--- config.mk ---
export PLATFORM = sky130hd
export DESIGN_NAME = sar_adc_serial_readout
export DESIGN_NICKNAME = d
export VERILOG_FILES = /design/src/include/adc_readout_pkg.sv /design/src/sar_register.sv /design/src/sar_adc_serial_readout.sv
export SDC_FILE = /design/constraint.sdc
export NUM_CORES = 1
export LEC_CHECK = 0
export BUFFER_PORTS_ARGS = -buffer_cell sky130_fd_sc_hd__clkbuf_2
export CAP_MARGIN = 25
export CELL_PAD_IN_SITES_DETAIL_PLACEMENT = 1
export CELL_PAD_IN_SITES_GLOBAL_PLACEMENT = 1
export CORE_MARGIN = 2
export CORE_UTILIZATION = 35
export DETAILED_ROUTE_END_ITERATION = 12
export PLACE_DENSITY = 0.69
export SLEW_MARGIN = 20
export SYNTH_ARGS = -nofsm -noshare
export SYNTH_HDL_FRONTEND = slang
export SYNTH_SLANG_ARGS = --single-unit
--- constraint.sdc ---
create_clock -name sys_clk_i -period 3.3 [get_ports sys_clk_i]
set_clock_uncertainty 0.05 [all_clocks]
set_input_delay 0.165 -clock sys_clk_i [delete_from_list [all_inputs] [get_ports sys_clk_i]]
set_output_delay 0.165 -clock sys_clk_i [all_outputs]
set_load 0.05 [all_outputs]
--- src/include/adc_readout_pkg.sv ---
// Shared constants and types of the converter serial readout.
// Assumes a single system clock; select, serial clock and comparator pins are synchronised in the top.
package adc_readout_pkg;
   // ********************************************************
   // Result coding
   // ********************************************************
   localparam int CODE_WIDTH = 12;
   localparam int LSB_DIVISOR = 4096;
   typedef logic [CODE_WIDTH-1:0] code_t;
   typedef logic [3:0] index_t;
   localparam code_t ZERO_CODE = 12'h000;
   localparam code_t MIDSCALE_CODE = 12'h800;
   localparam code_t FULL_SCALE_CODE = 12'hFFF;
   localparam index_t RESULT_MSB_IDX = 4'hB;
   localparam index_t RESULT_LSB_IDX = 4'h0;
   localparam index_t REPEAT_START_IDX = 4'h1;
   localparam index_t REPEAT_END_IDX = 4'hC;

   // ********************************************************
   // Approximation register control
   // ********************************************************
   typedef struct packed {
      logic clear;
      logic decide;
      index_t index;
   } sar_ctrl_s;

   typedef enum logic [2:0] {
      st_off,
      st_sample,
      st_null,
      st_convert,
      st_repeat,
      st_done
   } readout_state_e;
endpackage : adc_readout_pkg

--- src/sar_register.sv ---
// Successive-approximation register: trial code and decided result.
// Assumes the comparator level arrives already synchronised.
`timescale 1ns/1ps
`default_nettype none
module sar_register
   import adc_readout_pkg::*;
(
   input wire logic sys_clk_i,
   input wire logic reset_n_i,
   input wire adc_readout_pkg::sar_ctrl_s ctrl_i,
   input wire logic comp_i,
   output adc_readout_pkg::code_t trial_o,
   output adc_readout_pkg::code_t result_o
);
   // ********************************************************
   // One decision slice per bit
   // ********************************************************
   genvar i;
   generate
      for (i = 0; i < CODE_WIDTH; i++)
      begin : g_bit
         always_ff @(posedge sys_clk_i or negedge reset_n_i)
         begin
            if (!reset_n_i)
            begin
               trial_o[i] <= 1'b0;
               result_o[i] <= 1'b0;
            end
            else if (ctrl_i.clear)
            begin
               // Trial starts at midscale so the first decision splits the range
               trial_o[i] <= MIDSCALE_CODE[i];
               result_o[i] <= ZERO_CODE[i];
            end
            else if (ctrl_i.decide && ctrl_i.index == 4'(i))
            begin
               trial_o[i] <= comp_i;
               result_o[i] <= comp_i;
            end
            else if (ctrl_i.decide && ctrl_i.index == 4'(i + 1))
            begin
               trial_o[i] <= 1'b1;
            end
         end
      end
   endgenerate
endmodule : sar_register
`default_nettype wire

--- src/sar_adc_serial_readout.sv ---
// Digital side of a 12-bit SAR converter with a 3-wire serial readout.
// Assumes select, serial clock and comparator are asynchronous to sys_clk_i
// and that the serial clock is far slower than sys_clk_i.
`timescale 1ns/1ps
`default_nettype none
module sar_adc_serial_readout
   import adc_readout_pkg::*;
(
   input wire logic sys_clk_i,
   input wire logic reset_n_i,
   input wire logic select_shutdown_n_i,
   input wire logic serial_clock_i,
   input wire logic comparator_i,
   output logic serial_data_o,
   output logic serial_data_oe_n_o,
   output adc_readout_pkg::code_t trial_code_o,
   output logic sample_o,
   output logic analog_power_o,
   output logic digital_power_o
);
   // ********************************************************
   // Pin synchronisers
   // ********************************************************
   logic sel_meta;
   logic sel_n_s;
   logic sclk_meta;
   logic sclk_s;
   logic sclk_prev;
   logic comp_meta;
   logic comp_s;
   logic sclk_fall;
   logic sel_low;

   always_ff @(posedge sys_clk_i or negedge reset_n_i)
   begin
      if (!reset_n_i)
      begin
         sel_meta <= 1'b1;
         sel_n_s <= 1'b1;
         sclk_meta <= 1'b0;
         sclk_s <= 1'b0;
         sclk_prev <= 1'b0;
         comp_meta <= 1'b0;
         comp_s <= 1'b0;
      end
      else
      begin
         sel_meta <= select_shutdown_n_i;
         sel_n_s <= sel_meta;
         sclk_meta <= serial_clock_i;
         sclk_s <= sclk_meta;
         sclk_prev <= sclk_s;
         comp_meta <= comparator_i;
         comp_s <= comp_meta;
      end
   end

   // Edge detect reads the second and third stages only, never the metastable one
   assign sclk_fall = sclk_prev & ~sclk_s;
   assign sel_low = ~sel_n_s;

   // ********************************************************
   // Sequence control
   // ********************************************************
   readout_state_e state;
   index_t bit_idx;
   logic first_edge;
   sar_ctrl_s sar_ctrl;
   code_t result;
   logic repeat_bit;

   always_ff @(posedge sys_clk_i or negedge reset_n_i)
   begin
      if (!reset_n_i)
      begin
         state <= st_off;
         bit_idx <= RESULT_MSB_IDX;
         first_edge <= 1'b0;
      end
      else if (!sel_low)
      begin
         state <= st_off;
         bit_idx <= RESULT_MSB_IDX;
         first_edge <= 1'b0;
      end
      else
      begin
         case (state)
            st_off:
            begin
               state <= st_sample;
               first_edge <= 1'b0;
            end
            st_sample:
            begin
               if (sclk_fall && first_edge)
               begin
                  state <= st_null;
               end
               else if (sclk_fall)
               begin
                  first_edge <= 1'b1;
               end
            end
            st_null:
            begin
               if (sclk_fall)
               begin
                  state <= st_convert;
                  bit_idx <= bit_idx - 4'h1;
               end
            end
            st_convert:
            begin
               if (sclk_fall && bit_idx == RESULT_LSB_IDX)
               begin
                  state <= st_repeat;
                  bit_idx <= REPEAT_START_IDX;
               end
               else if (sclk_fall)
               begin
                  bit_idx <= bit_idx - 4'h1;
               end
            end
            st_repeat:
            begin
               if (sclk_fall && bit_idx == REPEAT_END_IDX)
               begin
                  state <= st_done;
               end
               else if (sclk_fall)
               begin
                  bit_idx <= bit_idx + 4'h1;
               end
            end
            // Held until select goes high; clocks alone never restart
            st_done: state <= st_done;
            default: state <= st_off;
         endcase
      end
   end

   always_comb
   begin
      sar_ctrl.clear = (state == st_sample);
      sar_ctrl.decide = sclk_fall && sel_low && (state == st_null || state == st_convert);
      sar_ctrl.index = bit_idx;
   end

   sar_register u_sar
   (
      .sys_clk_i(sys_clk_i),
      .reset_n_i(reset_n_i),
      .ctrl_i(sar_ctrl),
      .comp_i(comp_s),
      .trial_o(trial_code_o),
      .result_o(result)
   );

   assign repeat_bit = (bit_idx <= RESULT_MSB_IDX) ? result[bit_idx] : 1'b0;

   // ********************************************************
   // Serial output
   // ********************************************************
   always_ff @(posedge sys_clk_i or negedge reset_n_i)
   begin
      if (!reset_n_i)
      begin
         serial_data_o <= 1'b0;
         serial_data_oe_n_o <= 1'b1;
      end
      else if (!sel_low)
      begin
         serial_data_o <= 1'b0;
         serial_data_oe_n_o <= 1'b1;
      end
      else if (sclk_fall)
      begin
         case (state)
            st_sample:
            begin
               if (first_edge)
               begin
                  serial_data_o <= 1'b0;
                  serial_data_oe_n_o <= 1'b0;
               end
            end
            // Fresh decision goes straight to the pin so a short cycle keeps it
            st_null, st_convert: serial_data_o <= comp_s;
            st_repeat:
            begin
               if (bit_idx == REPEAT_END_IDX)
               begin
                  serial_data_o <= 1'b0;
                  serial_data_oe_n_o <= 1'b1;
               end
               else
               begin
                  serial_data_o <= repeat_bit;
               end
            end
            default: serial_data_o <= serial_data_o;
         endcase
      end
   end

   // ********************************************************
   // Power and sampling
   // ********************************************************
   assign sample_o = (state == st_sample);
   assign analog_power_o = (state == st_sample || state == st_null || state == st_convert);
   assign digital_power_o = (state != st_off);
endmodule : sar_adc_serial_readout
`default_nettype wire

; ---- Word level (Yosys, flattened, before mapping)
; Cells that the tools add are included.
[word_totals]
inputBits = 5
word_cells = 217
out_inout_bits = 17
reg_bits = 41
[classes]
addsub = 2
reduce_logical = 59
bitwise = 3
n_mux = 88
magnitude_cmp = 2
eq_ne = 27
[op_table]
columns = op, count
row1 = 2-to-1 mux 1 bit, 72
row2 = nonzero test 3 bit, 15
row3 = nonzero test 2 bit, 13
row4 = != test 3 bit (second input constant), 7
row5 = == test 4 bit (second input constant), 5
row6 = 2-to-1 mux 4 bit, 5
row7 = logical AND 1 bit, 18
row8 = case mux 3 bit (6 select lines), 1
row9 = == test 4 x 3 -> 1 bit (second input constant), 4
row10 = 2-to-1 mux 3 bit, 5
row11 = case mux 4 bit (3 select lines), 1
row12 = != test 3 x 1 -> 1 bit (second input constant), 3
row13 = AND reduction 3 bit, 3
row14 = == test 4 x 2 -> 1 bit (second input constant), 2
row15 = AND reduction 4 bit, 2
row16 = nonzero test 4 bit, 2
row17 = == test 3 x 2 -> 1 bit (second input constant), 2
row18 = == test 3 bit (second input constant), 2
row19 = < comparator 4 x 5 -> 1 bit (second input constant), 1
row20 = adder 4 x 1 -> 4 bit (second input constant), 1
row21 = binary-select mux 1 bit (select 4 bit), 1
row22 = == test 4 x 1 -> 1 bit (second input constant), 1
row23 = <= comparator 4 bit (second input constant), 1
row24 = zero test 4 bit, 1
row25 = 9 further kinds, 13

; ---- Depth between registers and ports, before layout
; Gate-level depths: netlist (run 1).
[depth]
depth_word = 8
ltp_mapped = 8

; ---- Hierarchy
; From an unflattened synthesis (run 1), not the netlist that was laid out.
[hier_totals]
cells_unflattened = 232
hier_area_um2 = 2267.2
[modules_own_cells]
columns = mod, instances, cells_each, area_each_um2
row1 = sar_register, 1, 125, 1199.9
row2 = sar_adc_serial_readout, 1, 107, 1067.3

; ---- Least setup slack after synthesis (run 1)
; OpenSTA, ideal clock, no wires.
[synth_path]
kind = register to register
startpoint = reg bit_idx[1]
endpoint = reg bit_idx[0]
required_time_ns = 3.173
setup_slack_ns = 1.276
t_arrival_ns = 1.897
setup_ns = 0.077
stages_incl_launch_ff = 8
cell_sequence = dfstp_2 > clkbuf_1 > inv_1 > ha_1 > nand3_1 > a21oi_1 > or4_1 > a21o_1
[synth_between]
elab_chain_cells = 5
elab_cells_between_ends = 9
cone_classes = eq/ne: 2 / mux: 3 / reduce/logical: 4
[synth_lines]
columns = item, line_no
row1 = from (decl), sar_adc_serial_readout.sv:66  ; index_t bit_idx;
row2 = from (signal assigned), sar_adc_serial_readout.sv:110  ; bit_idx <= bit_idx - 4'h1;
row3 = from (signal assigned), sar_adc_serial_readout.sv:122  ; bit_idx <= bit_idx - 4'h1;
row4 = from (signal assigned), sar_adc_serial_readout.sv:133  ; bit_idx <= bit_idx + 4'h1;
row5 = zero test 4 bit, sar_adc_serial_readout.sv:115  ; if (sclk_fall && bit_idx == RESULT_LSB_IDX)
row6 = logical AND 1 bit, sar_adc_serial_readout.sv:115
row7 = 2-to-1 mux 4 bit, sar_adc_serial_readout.sv:115
row8 = case mux 4 bit (3 select lines), sar_adc_serial_readout.sv:88  ; case (state)
row9 = 2-to-1 mux 4 bit, sar_adc_serial_readout.sv:80  ; else if (!sel_low)
; Several ways; a longest one is shown, not always the timed one.
; A chain may end at the register's enable or synchronous reset.

; ---- Final worst setup path (run 1)
[layout_path]
startpoint = reg bit_idx[0]
endpoint = reg bit_idx[1]
[layout_between]
elab_chain_cells = 5
elab_cells_between_ends = 14
cone_classes = add/sub: 2 / eq/ne: 2 / mux: 6 / reduce/logical: 4
[layout_lines]
columns = item, line_no
row1 = adder 4 x 1 -> 4 bit (tied with other cells), sar_adc_serial_readout.sv:133
row2 = 2-to-1 mux 4 bit (tied with other cells), sar_adc_serial_readout.sv:131  ; else if (sclk_fall)
row3 = 2-to-1 mux 4 bit (on tied branches), "sar_adc_serial_readout.sv:127, sar_adc_serial_readout.sv:115"
row4 = case mux 4 bit (3 select lines), sar_adc_serial_readout.sv:88
row5 = 2-to-1 mux 4 bit, sar_adc_serial_readout.sv:80
; Several ways; a longest one is shown, not always the timed one. The select of a mux whose other input is x is not followed.

==> flow_summary.yaml, run 1 <==
yosys:
  syn_inst: 236
  synth_area_mm2: 0.002183
  synth_top_area_share: 0.4011
  yosysUniqueCellTypes: 45
  synth-seq-cells: 41
  avgSynthCellArea_um2: 9.251
  ys_seq_area_frac: 0.4734
  async_flop_share: 1.000
  yosys.area.top_type: "dfrtp_1"
  yosys_warnings: 0
  syn-num-nets: 246
  yosys-top-cells-area: "dfrtp_1, dfstp_2, a21oi_1"
  synthFlopType: "dfrtp_1"
  synth_edf_count: 0
critical_path:
  worstPathArrival_ns: 2.40
  crit_path_start_kind: "flip-flop"
  cp-end-kind: "flip-flop"
  regToRegSetupSlack_ns: 1.07
  cp_max_fo: 8
  path_class: "reg2reg"
  cp.required_ns: 3.47
drt:
  routed_wl_um: 5807
  via_count: 1862
  drt-wirelength-per-cell_um: 17.65
  viasPerCell: 5.660
  drt-initial-drc-count: 95
  drcViolationCount: 0
  drtAntennaViolNets: 0
  firstDrtPassIters: 4
timing:
  setup_tns_ns: 0
  finalMaxSlewViolations: 0
  fmax_mhz: 447.6
  tightestPinTransition_ns: 0.7771
  rsz0062_at_grt: "no"
  finalHoldViolCount: 0
  layout_min_cycle_time_ns: 2.234
  layout_worst_path_cycle_share: 0.6770
  setup_ws_ns: 1.066
  hold_slack_ns: 0.3033
  setup_viol: 0
  relSlewSlack: 0.4784
final_layout:
  drive_gt1_frac: 0.1850
  fin_area_mm2: 0.002524
  fin_nets: 263
  syn_to_final_growth_pct: 15.59
  utilization: 0.4213
  layout_common_cells: "dfrtp_1, a21oi_1, nand2_1, clkbuf_2, nor2_1"
  final_common_cell: "dfrtp_1"
  final_cells: 329
  antenna_cells: 0
place:
  placed_cell_area_mm2: 0.002364
  routabilityCongestion: 0.8685
  io_buffers: 21
  pre_cts_slack_ns: 1.110
  dp_hpwl_um: 4068
  placed_cells: 317
power_and_ir_drop:
  net-switching-power_uw: 663.6
  swShare: 0.4104
  vdd_drop_max_v: 0.0002299
  finalPower_mw: 1.617
  p_seq_frac: 0.399
  p_leak_nw: 1.111
  power_density_mw_per_mm2: 640.7
  p_int_uw: 953.3
  comb_power_share: 0.332
  power_frac_clock: 0.269
clocking:
  cts_setup_buffers: 0
  root_buffer: "clkbuf_8"
  cts.path.max_buffers: 2
  worstSkewPairLatency_ns: 0.30
  cts_hold_buf: 4
  cts.sinks: 41
  cts.repair.resized: 0
  path_clk_slew_ns: 0.09
  cts_tree: "built"
  cts_made_buffers: 5
  htree_levels: 2
global_route:
  grt_pass1_wl_um: 9873
  grt_pass1_vias: 1909
  gr-usage-all-layers: 0.1767
  antenna_found_initial: 0
  grt_max_degree: 23
  grt_overflow_total: 0
floorplan:
  initial_core_util: 0.3645
  io_pins: 22
  die_h_um: 82.98
  rows: 28
  die_w_um: 82.98
  dieArea_mm2: 0.006886
  design.core.area_mm2: 0.005991
job:
  drv_cap: 0
min_path:
  hp-class: "reg2reg"
status:
  outcome: "finished clean"
## area by class of cell
cell class / count / area, µm²
repair buffers: 32 / 217.7
well taps: 75 / 93.84
inverters: 6 / 22.52
flip-flops and latches: 41 / 1033
fillers: 694 / 3467
clock inverters: 2 / 37.54
clock buffers: 6 / 82.58
multi-input cells: 167 / 1036
## Yosys cell counts (all sizes together), types with 3 or more instances
cell type / instances
nand2b: 4
ha: 5
nand3: 16
a21oi: 29
clkbuf: 15
nor2: 17
dfstp: 6
nor3: 8
mux2i: 6
inv: 5
o21ai: 6
a211oi: 8
nand2: 21
buf: 7
nor2b: 5
o22ai: 3
dfrtp: 35
and3: 3
nand4: 6
nor4: 3
## logic make-up (layout without fill, tap and decap cells)
group,after synthesis,in the layout,share of synthesized area
adder cells (fa/ha/maj),5,5,0.02865
AO/OA/AOI/OAI,62,62,0.1805
XOR/XNOR,1,1,0.004012
buffers and inverters,28,46,0.05214
multiplexers,8,8,0.04814
flip-flops,41,41,0.4734
AND/OR/NAND/NOR,91,91,0.2132
## power by group through the flow
stage               registers, mW  clock network (mW)  logic [mW]
CTS                         0.644               0.448       0.535
floorplan                   0.626                   0       0.403
global placement            0.649                   0       0.526
detailed placement          0.654                   0       0.529
global route                0.656               0.457       0.592
finish                      0.645               0.436       0.536
## worst max-delay path: stages, from the launching register on
cell,delay [ns]
dfstp_2,0.43
inv_1,0.16
ha_1,0.27
nand3_1,0.19
a311oi_1,0.74
a21oi_1,0.10
o22ai_1,0.20
## path summary, 6_finish.rpt
check,startpoint,to,cells past startpoint
worst max-delay path,bit_idx[0]$_DFFE_PN1P_,bit_idx[1]$_DFFE_PN1P_,6
worst min-delay path,sclk_meta$_DFF_PN0_,sclk_s$_DFF_PN0_,0
worst max register to register,bit_idx[0]$_DFFE_PN1P_,bit_idx[1]$_DFFE_PN1P_,6
worst min register to register,sclk_meta$_DFF_PN0_,sclk_s$_DFF_PN0_,0
max in group asynchronous,reset_n_i,u_sar.trial_o[1]$_DFFE_PN0P_,3
min in group asynchronous,reset_n_i,state[1]$_DFFE_PN0P_,2
## sequential cells by signal, indices dropped and copies added (netlist names)
register and count:
bit_idx 4, comp_meta 1, comp_s 1, first_edge 1, sclk_meta 1, sclk_prev 1, sclk_s 1, sel_meta 1
sel_n_s 1, serial_data_o 1, serial_data_oe_n_o 1, state 3, u_sar.result_o 12, u_sar.trial_o 12
## layer usage
layer	vias up	GRT usage	share of wire
met5	-	0	0
met1	946	0.2472	0.48
met3	10	0.02982	0.028
met2	25	0.2735	0.47
li1	881	-	-
met4	0	0.06855	0.021
Power figures use the tool's default switching activity.
==> run 2, diff against run 1 <==
Settings changed: PLACE_DENSITY 0.69 to 0.71.
Clock period 3.3 ns to 1.95 ns, I/O delays scaled along.
==> run 2 against run 1 <==
Combinational power grew 110%. Routed wire length grew 7.4%. Global-route usage grew 1.1 points. Design area grew 5.9%. Clock-buffer cell count grew 1. Die area is the same. Sequential power grew 57%. Flip-flop and latch count is the same. Setup slack lost 1.0 ns. Critical path type is now reg2out.
==> flow_summary.yaml, run 2 (synthesis results as in run 1) <==
drt:
  drt-wirelength-per-cell_um: 17.81
  via_count: 1965
  firstDrtPassIters: 4
  drcViolationCount: 0
  drtAntennaViolNets: 0
  routed_wl_um: 6234
  viasPerCell: 5.614
  drt-initial-drc-count: 120
power_and_ir_drop:
  swShare: 0.3995
  p_seq_frac: 0.351
  p_int_mw: 1.723
  net-switching-power_mw: 1.147
  p_leak_nw: 1.216
  power_density_mw_per_mm2: 1074
  comb_power_share: 0.396
  power_frac_clock: 0.254
  vdd_drop_max_v: 0.0005414
critical_path:
  cp-end-kind: "output pin"
  cp_max_fo: 8
  cp_slowest_stage_delay_ns: 0.45
  crit_slowest_cell: "dfrtp_1"
  crit_chain: "buf_4, nor2_1, and2_2, clkbuf_4"
  crit_path_start_kind: "flip-flop"
  cp.required_ns: 1.80
  path_class: "reg2out"
  worstPathArrival_ns: 1.74
timing:
  layout_min_cycle_time_ns: 1.890
  relSlewSlack: 0.6462
  setup_viol: 0
  finalHoldViolCount: 0
  setup_tns_ns: 0
  fmax_mhz: 529.1
  tightestPinTransition_ns: 0.5173
  finalMaxSlewViolations: 0
  layout_worst_path_cycle_share: 0.9693
clocking:
  htree_levels: 2
  path_clk_slew_ns: 0.08
  cts_made_buffers: 5
  cts.sinks: 41
  cts_tree: "built"
  cts.path.max_buffers: 2
  root_buffer: "clkbuf_8"
  worstSkewPairLatency_ns: 0.30
floorplan:
  dieArea_mm2: 0.006886
  die_w_um: 82.98
  design.core.area_mm2: 0.005991
  rows: 28
  die_h_um: 82.98
  initial_core_util: 0.3645
  io_pins: 22
global_route:
  grt_pass1_wl_um: 10370
  antenna_found_initial: 0
  grt_overflow_total: 0
  grt_pass1_vias: 1958
  gr-usage-all-layers: 0.1876
  grt_max_degree: 18
job:
  drv_cap: 0
final_layout:
  layout_common_cells: "dfrtp_1, a21oi_1, buf_4"
  fin_nets: 284
  nFillCells: 696
  final_cells: 350
  largestRegisters: "u_sar.result_o (12), u_sar.trial_o (12), bit_idx (4)"
  antenna_cells: 0
  final_common_cell: "dfrtp_1"
  syn_to_final_growth_pct: 22.35
  fin_area_mm2: 0.002671
  utilization: 0.4459
  drive_gt1_frac: 0.2509
place:
  io_buffers: 21
  placed_cells: 338
  placed_cell_area_mm2: 0.002501
  dp_hpwl_um: 4555
  routabilityCongestion: 0.8232
min_path:
  hp-class: "in2async"
status:
  outcome: "finished clean"
==> run 2: cell count changes in the layout (fill, tap and decap cells not counted), sizes merged <==
cell	delta
clkinvlp	-1
buf	+21
clkbuf	+1
==> run 2: final timing paths <==
check                                        from                              to  slack [ns]  cells after the start
setup / recovery             state[1]$_DFFE_PN0P_                        sample_o        0.06                      4
hold / removal                          reset_n_i  u_sar.result_o[11]$_DFFE_PN0P_        0.19                      2
setup reg to reg           bit_idx[0]$_DFFE_PN1P_       serial_data_o$_DFFE_PN0P_        0.13                      5
hold reg to reg               comp_meta$_DFF_PN0_                comp_s$_DFF_PN0_        0.30                      0
max in group asynchronous               reset_n_i          bit_idx[3]$_DFFE_PN1P_        1.03                      3
min in group sys_clk_i        comp_meta$_DFF_PN0_                comp_s$_DFF_PN0_        0.30                      0
==> run 2: layer usage <==
layer | track usage | share of wire
met5 | 0 | 0
met4 | 0.05216 | 0.015
met3 | 0.02982 | 0.022
met2 | 0.3109 | 0.50
met1 | 0.2549 | 0.46
==> run 2: critical path, delay by kind of cell, from the launching register on <==
family	cells	cell delay, ns
buffers and inverters	2	0.45
AND/OR/NAND/NOR	2	0.54
flip-flops	1	0.45
==> run 2: through the flow <==
stage,total power [mW],hold WS (ns),setup slack [ns]
6_report,2.870,0.1912,0.05993
4_1_cts,2.871,0.2010,0.03051
3_5_place_dp,2.124,-0.01575,0.09228
5_1_grt,3.023,0.2273,-0.01038
3_3_place_gp,2.110,-0.02002,0.1491
2_1_floorplan,1.746,-0.2481,0.03622
==> run 2: timing repair <==
| item | 4_1_cts | 5_1_grt |
|---|---|---|
| setup endpoints to repair | 1 | 6 |
| hold endpoints to repair | 15 | 0 |
| gates cloned | 0 | 0 |
| buffers inserted | 0 | 0 |
| hold buffers | 4 | 0 |
| gates resized for setup | 1 | 4 |
==> run 2: power by group through the flow <==
stage,Sequential [mW],Combinational [mW],Clock (mW)
detailed placement,1.02,1.10,0
CTS,1.01,1.13,0.737
floorplan,1.06,0.687,0
global placement,1.02,1.09,0
finish,1.01,1.14,0.728
global route,1.02,1.24,0.768
==> run 2: layout make-up <==
cell class | count | area, µm² | area share
sequential | 41 | 1033 | 0.3869
timing repair buffer | 53 | 357.8 | 0.1340
tap | 75 | 93.84 | 0.03513
clock inverter | 1 | 30.03 | 0.01124
inverter | 6 | 22.52 | 0.008431
clock buffer | 7 | 86.33 | 0.03232
multi-input combinational | 167 | 1047 | 0.3920
==> run 3, diff against run 2 <==
Settings changed: CTS_BUF_LIST from default to sky130_fd_sc_hd__clkbuf_4 sky130_fd_sc_hd__clkbuf_8, PLACE_DENSITY 0.71 to default, PLACE_DENSITY_LB_ADDON from default to 0.1.
==> run 3 against run 2 <==
Global-route usage shrank 0.59 points. Sequential share of layout area about the same. Non-clock buffer count decreased by 1. Die area stayed put. Core utilization up 0.10 points. Flip-flop and latch count stayed put. Critical path type is now reg2reg. Design area up 0.23%. Via count down 2.2%. Hold slack improved by 0.11 ns.
==> flow_summary.yaml, run 3 (synthesis results as in run 1) <==
status:
  outcome: "finished clean"
power_and_ir_drop:
  power_density_mw_per_mm2: 1089
  vdd_drop_max_v: 0.0005307
  p_leak_nw: 1.221
place:
  pre_cts_slack_ns: 0.05239
  dp_hpwl_um: 4501
  routabilityCongestion: 0.8337
  io_buffers: 21
final_layout:
  multi_input_area_mm2: 0.001045
  fin_nets: 283
  utilization: 0.4470
  largestRegisters: "u_sar.result_o (12), u_sar.trial_o (12), bit_idx (4)"
  ff_latch_area_mm2: 0.001035
  final_common_cell: "dfrtp_1"
  nFillCells: 705
  antenna_cells: 0
  layout_common_cells: "dfrtp_1, a21oi_1, buf_4"
  syn_to_final_growth_pct: 22.64
  drive_gt1_frac: 0.2482
clocking:
  path_clk_slew_ns: 0.09
  cts_tree: "built"
  htree_levels: 2
  worstSkewPairLatency_ns: 0.30
  cts_made_buffers: 5
  root_buffer: "clkbuf_8"
  cts.path.max_buffers: 2
  cts.sinks: 41
  cts_setup_buffers: 0
critical_path:
  reg2regPathDepth: 6
  cp-startpoint: "bit_idx[1]$_DFFE_PN1P_"
  r2r-start: "bit_idx[1]$_DFFE_PN1P_"
  worstPathArrival_ns: 2.02
  crit_path_start_kind: "flip-flop"
  cp.required_ns: 2.14
  path_class: "reg2reg"
  cp-end-kind: "flip-flop"
  cp_max_fo: 5
timing:
  setup_tns_ns: 0
  hold_slack_ns: 0.2979
  relSlewSlack: 0.5703
  tightestPinTransition_ns: 0.6445
  finalMaxSlewViolations: 0
  finalHoldViolCount: 0
  setup_ws_ns: 0.1205
  layout_worst_path_cycle_share: 0.9382
  setup_viol: 0
  layout_min_cycle_time_ns: 1.830
  fmax_mhz: 546.6
global_route:
  grt_pass1_wl_um: 10090
  gr-usage-all-layers: 0.1817
  grt_overflow_total: 0
  grt_pass1_vias: 1993
  antenna_found_initial: 0
  grt_max_degree: 25
drt:
  routed_wl_um: 6083
  via_count: 1922
  drtAntennaViolNets: 0
  viasPerCell: 5.507
  drt-wirelength-per-cell_um: 17.43
  drt-initial-drc-count: 37
  firstDrtPassIters: 4
  drcViolationCount: 0
min_path:
  hp-class: "in2async"
floorplan:
  dieArea_mm2: 0.006886
  die_w_um: 82.98
  design.core.area_mm2: 0.005991
  rows: 28
  initial_core_util: 0.3645
  io_pins: 22
  die_h_um: 82.98
job:
  drv_cap: 0
==> run 3: path summary, 6_finish.rpt <==
kind,endpoint,slack [ns]
setup / recovery,bit_idx[0]$_DFFE_PN1P_,0.12
hold / removal,u_sar.trial_o[11]$_DFFE_PN0P_,0.30
setup reg to reg,bit_idx[0]$_DFFE_PN1P_,0.12
hold reg to reg,comp_s$_DFF_PN0_,0.31
max in group asynchronous,sel_n_s$_DFF_PN1_,0.87
min in group sys_clk_i,comp_s$_DFF_PN0_,0.31
==> run 3: routing by layer <==
layer / global-route usage / part of all wire / routed length, µm / vias up
met1: 0.2536 / 0.51 / 3079 / 979
met3: 0.02783 / 0.017 / 104 / 7
met5: 0 / 0 / 0 / -
met4: 0.04024 / 0.011 / 69 / 0
li1: - / - / - / 921
met2: 0.2991 / 0.47 / 2830 / 15
==> run 3: timing repair <==
| item | CTS | global route |
|---|---|---|
| setup endpoints to repair | 0 | 3 |
| resized for setup | 0 | 2 |
| endpoints found under the hold margin | 23 | 0 |
| hold buffers | 4 | 0 |
==> run 3: layout make-up <==
type	count	share of cell area
flip-flops and latches	41	0.3864
well taps	75	0.03505
repair buffers	52	0.1299
clock inverters	3	0.02430
clock buffers	5	0.02570
inverters	6	0.008411
multi-input cells	167	0.3902
==> run 3: through the flow <==
stage	instances	total power, mW	area, µm²
floorplan	236	1.746	2186
global placement	337	2.093	2494
detailed placement	337	2.098	2494
CTS	349	2.939	2668
global route	349	3.084	2678
finish	349	2.915	2678
==> run 3: worst max-delay path, cell delays in order, from the launching register on <==
cell and delay (ns):
dfstp_2 0.54, inv_1 0.09, ha_1 0.23, nand3_1 0.19, a21oi_1 0.10, or4_1 0.40, a21o_1 0.17
==> run 3: power breakdown <==
part,switching [mW],internal [mW]
Clock,0.313,0.509
Combinational,0.737,0.338
Sequential,0.0825,0.935
Total,1.13,1.78
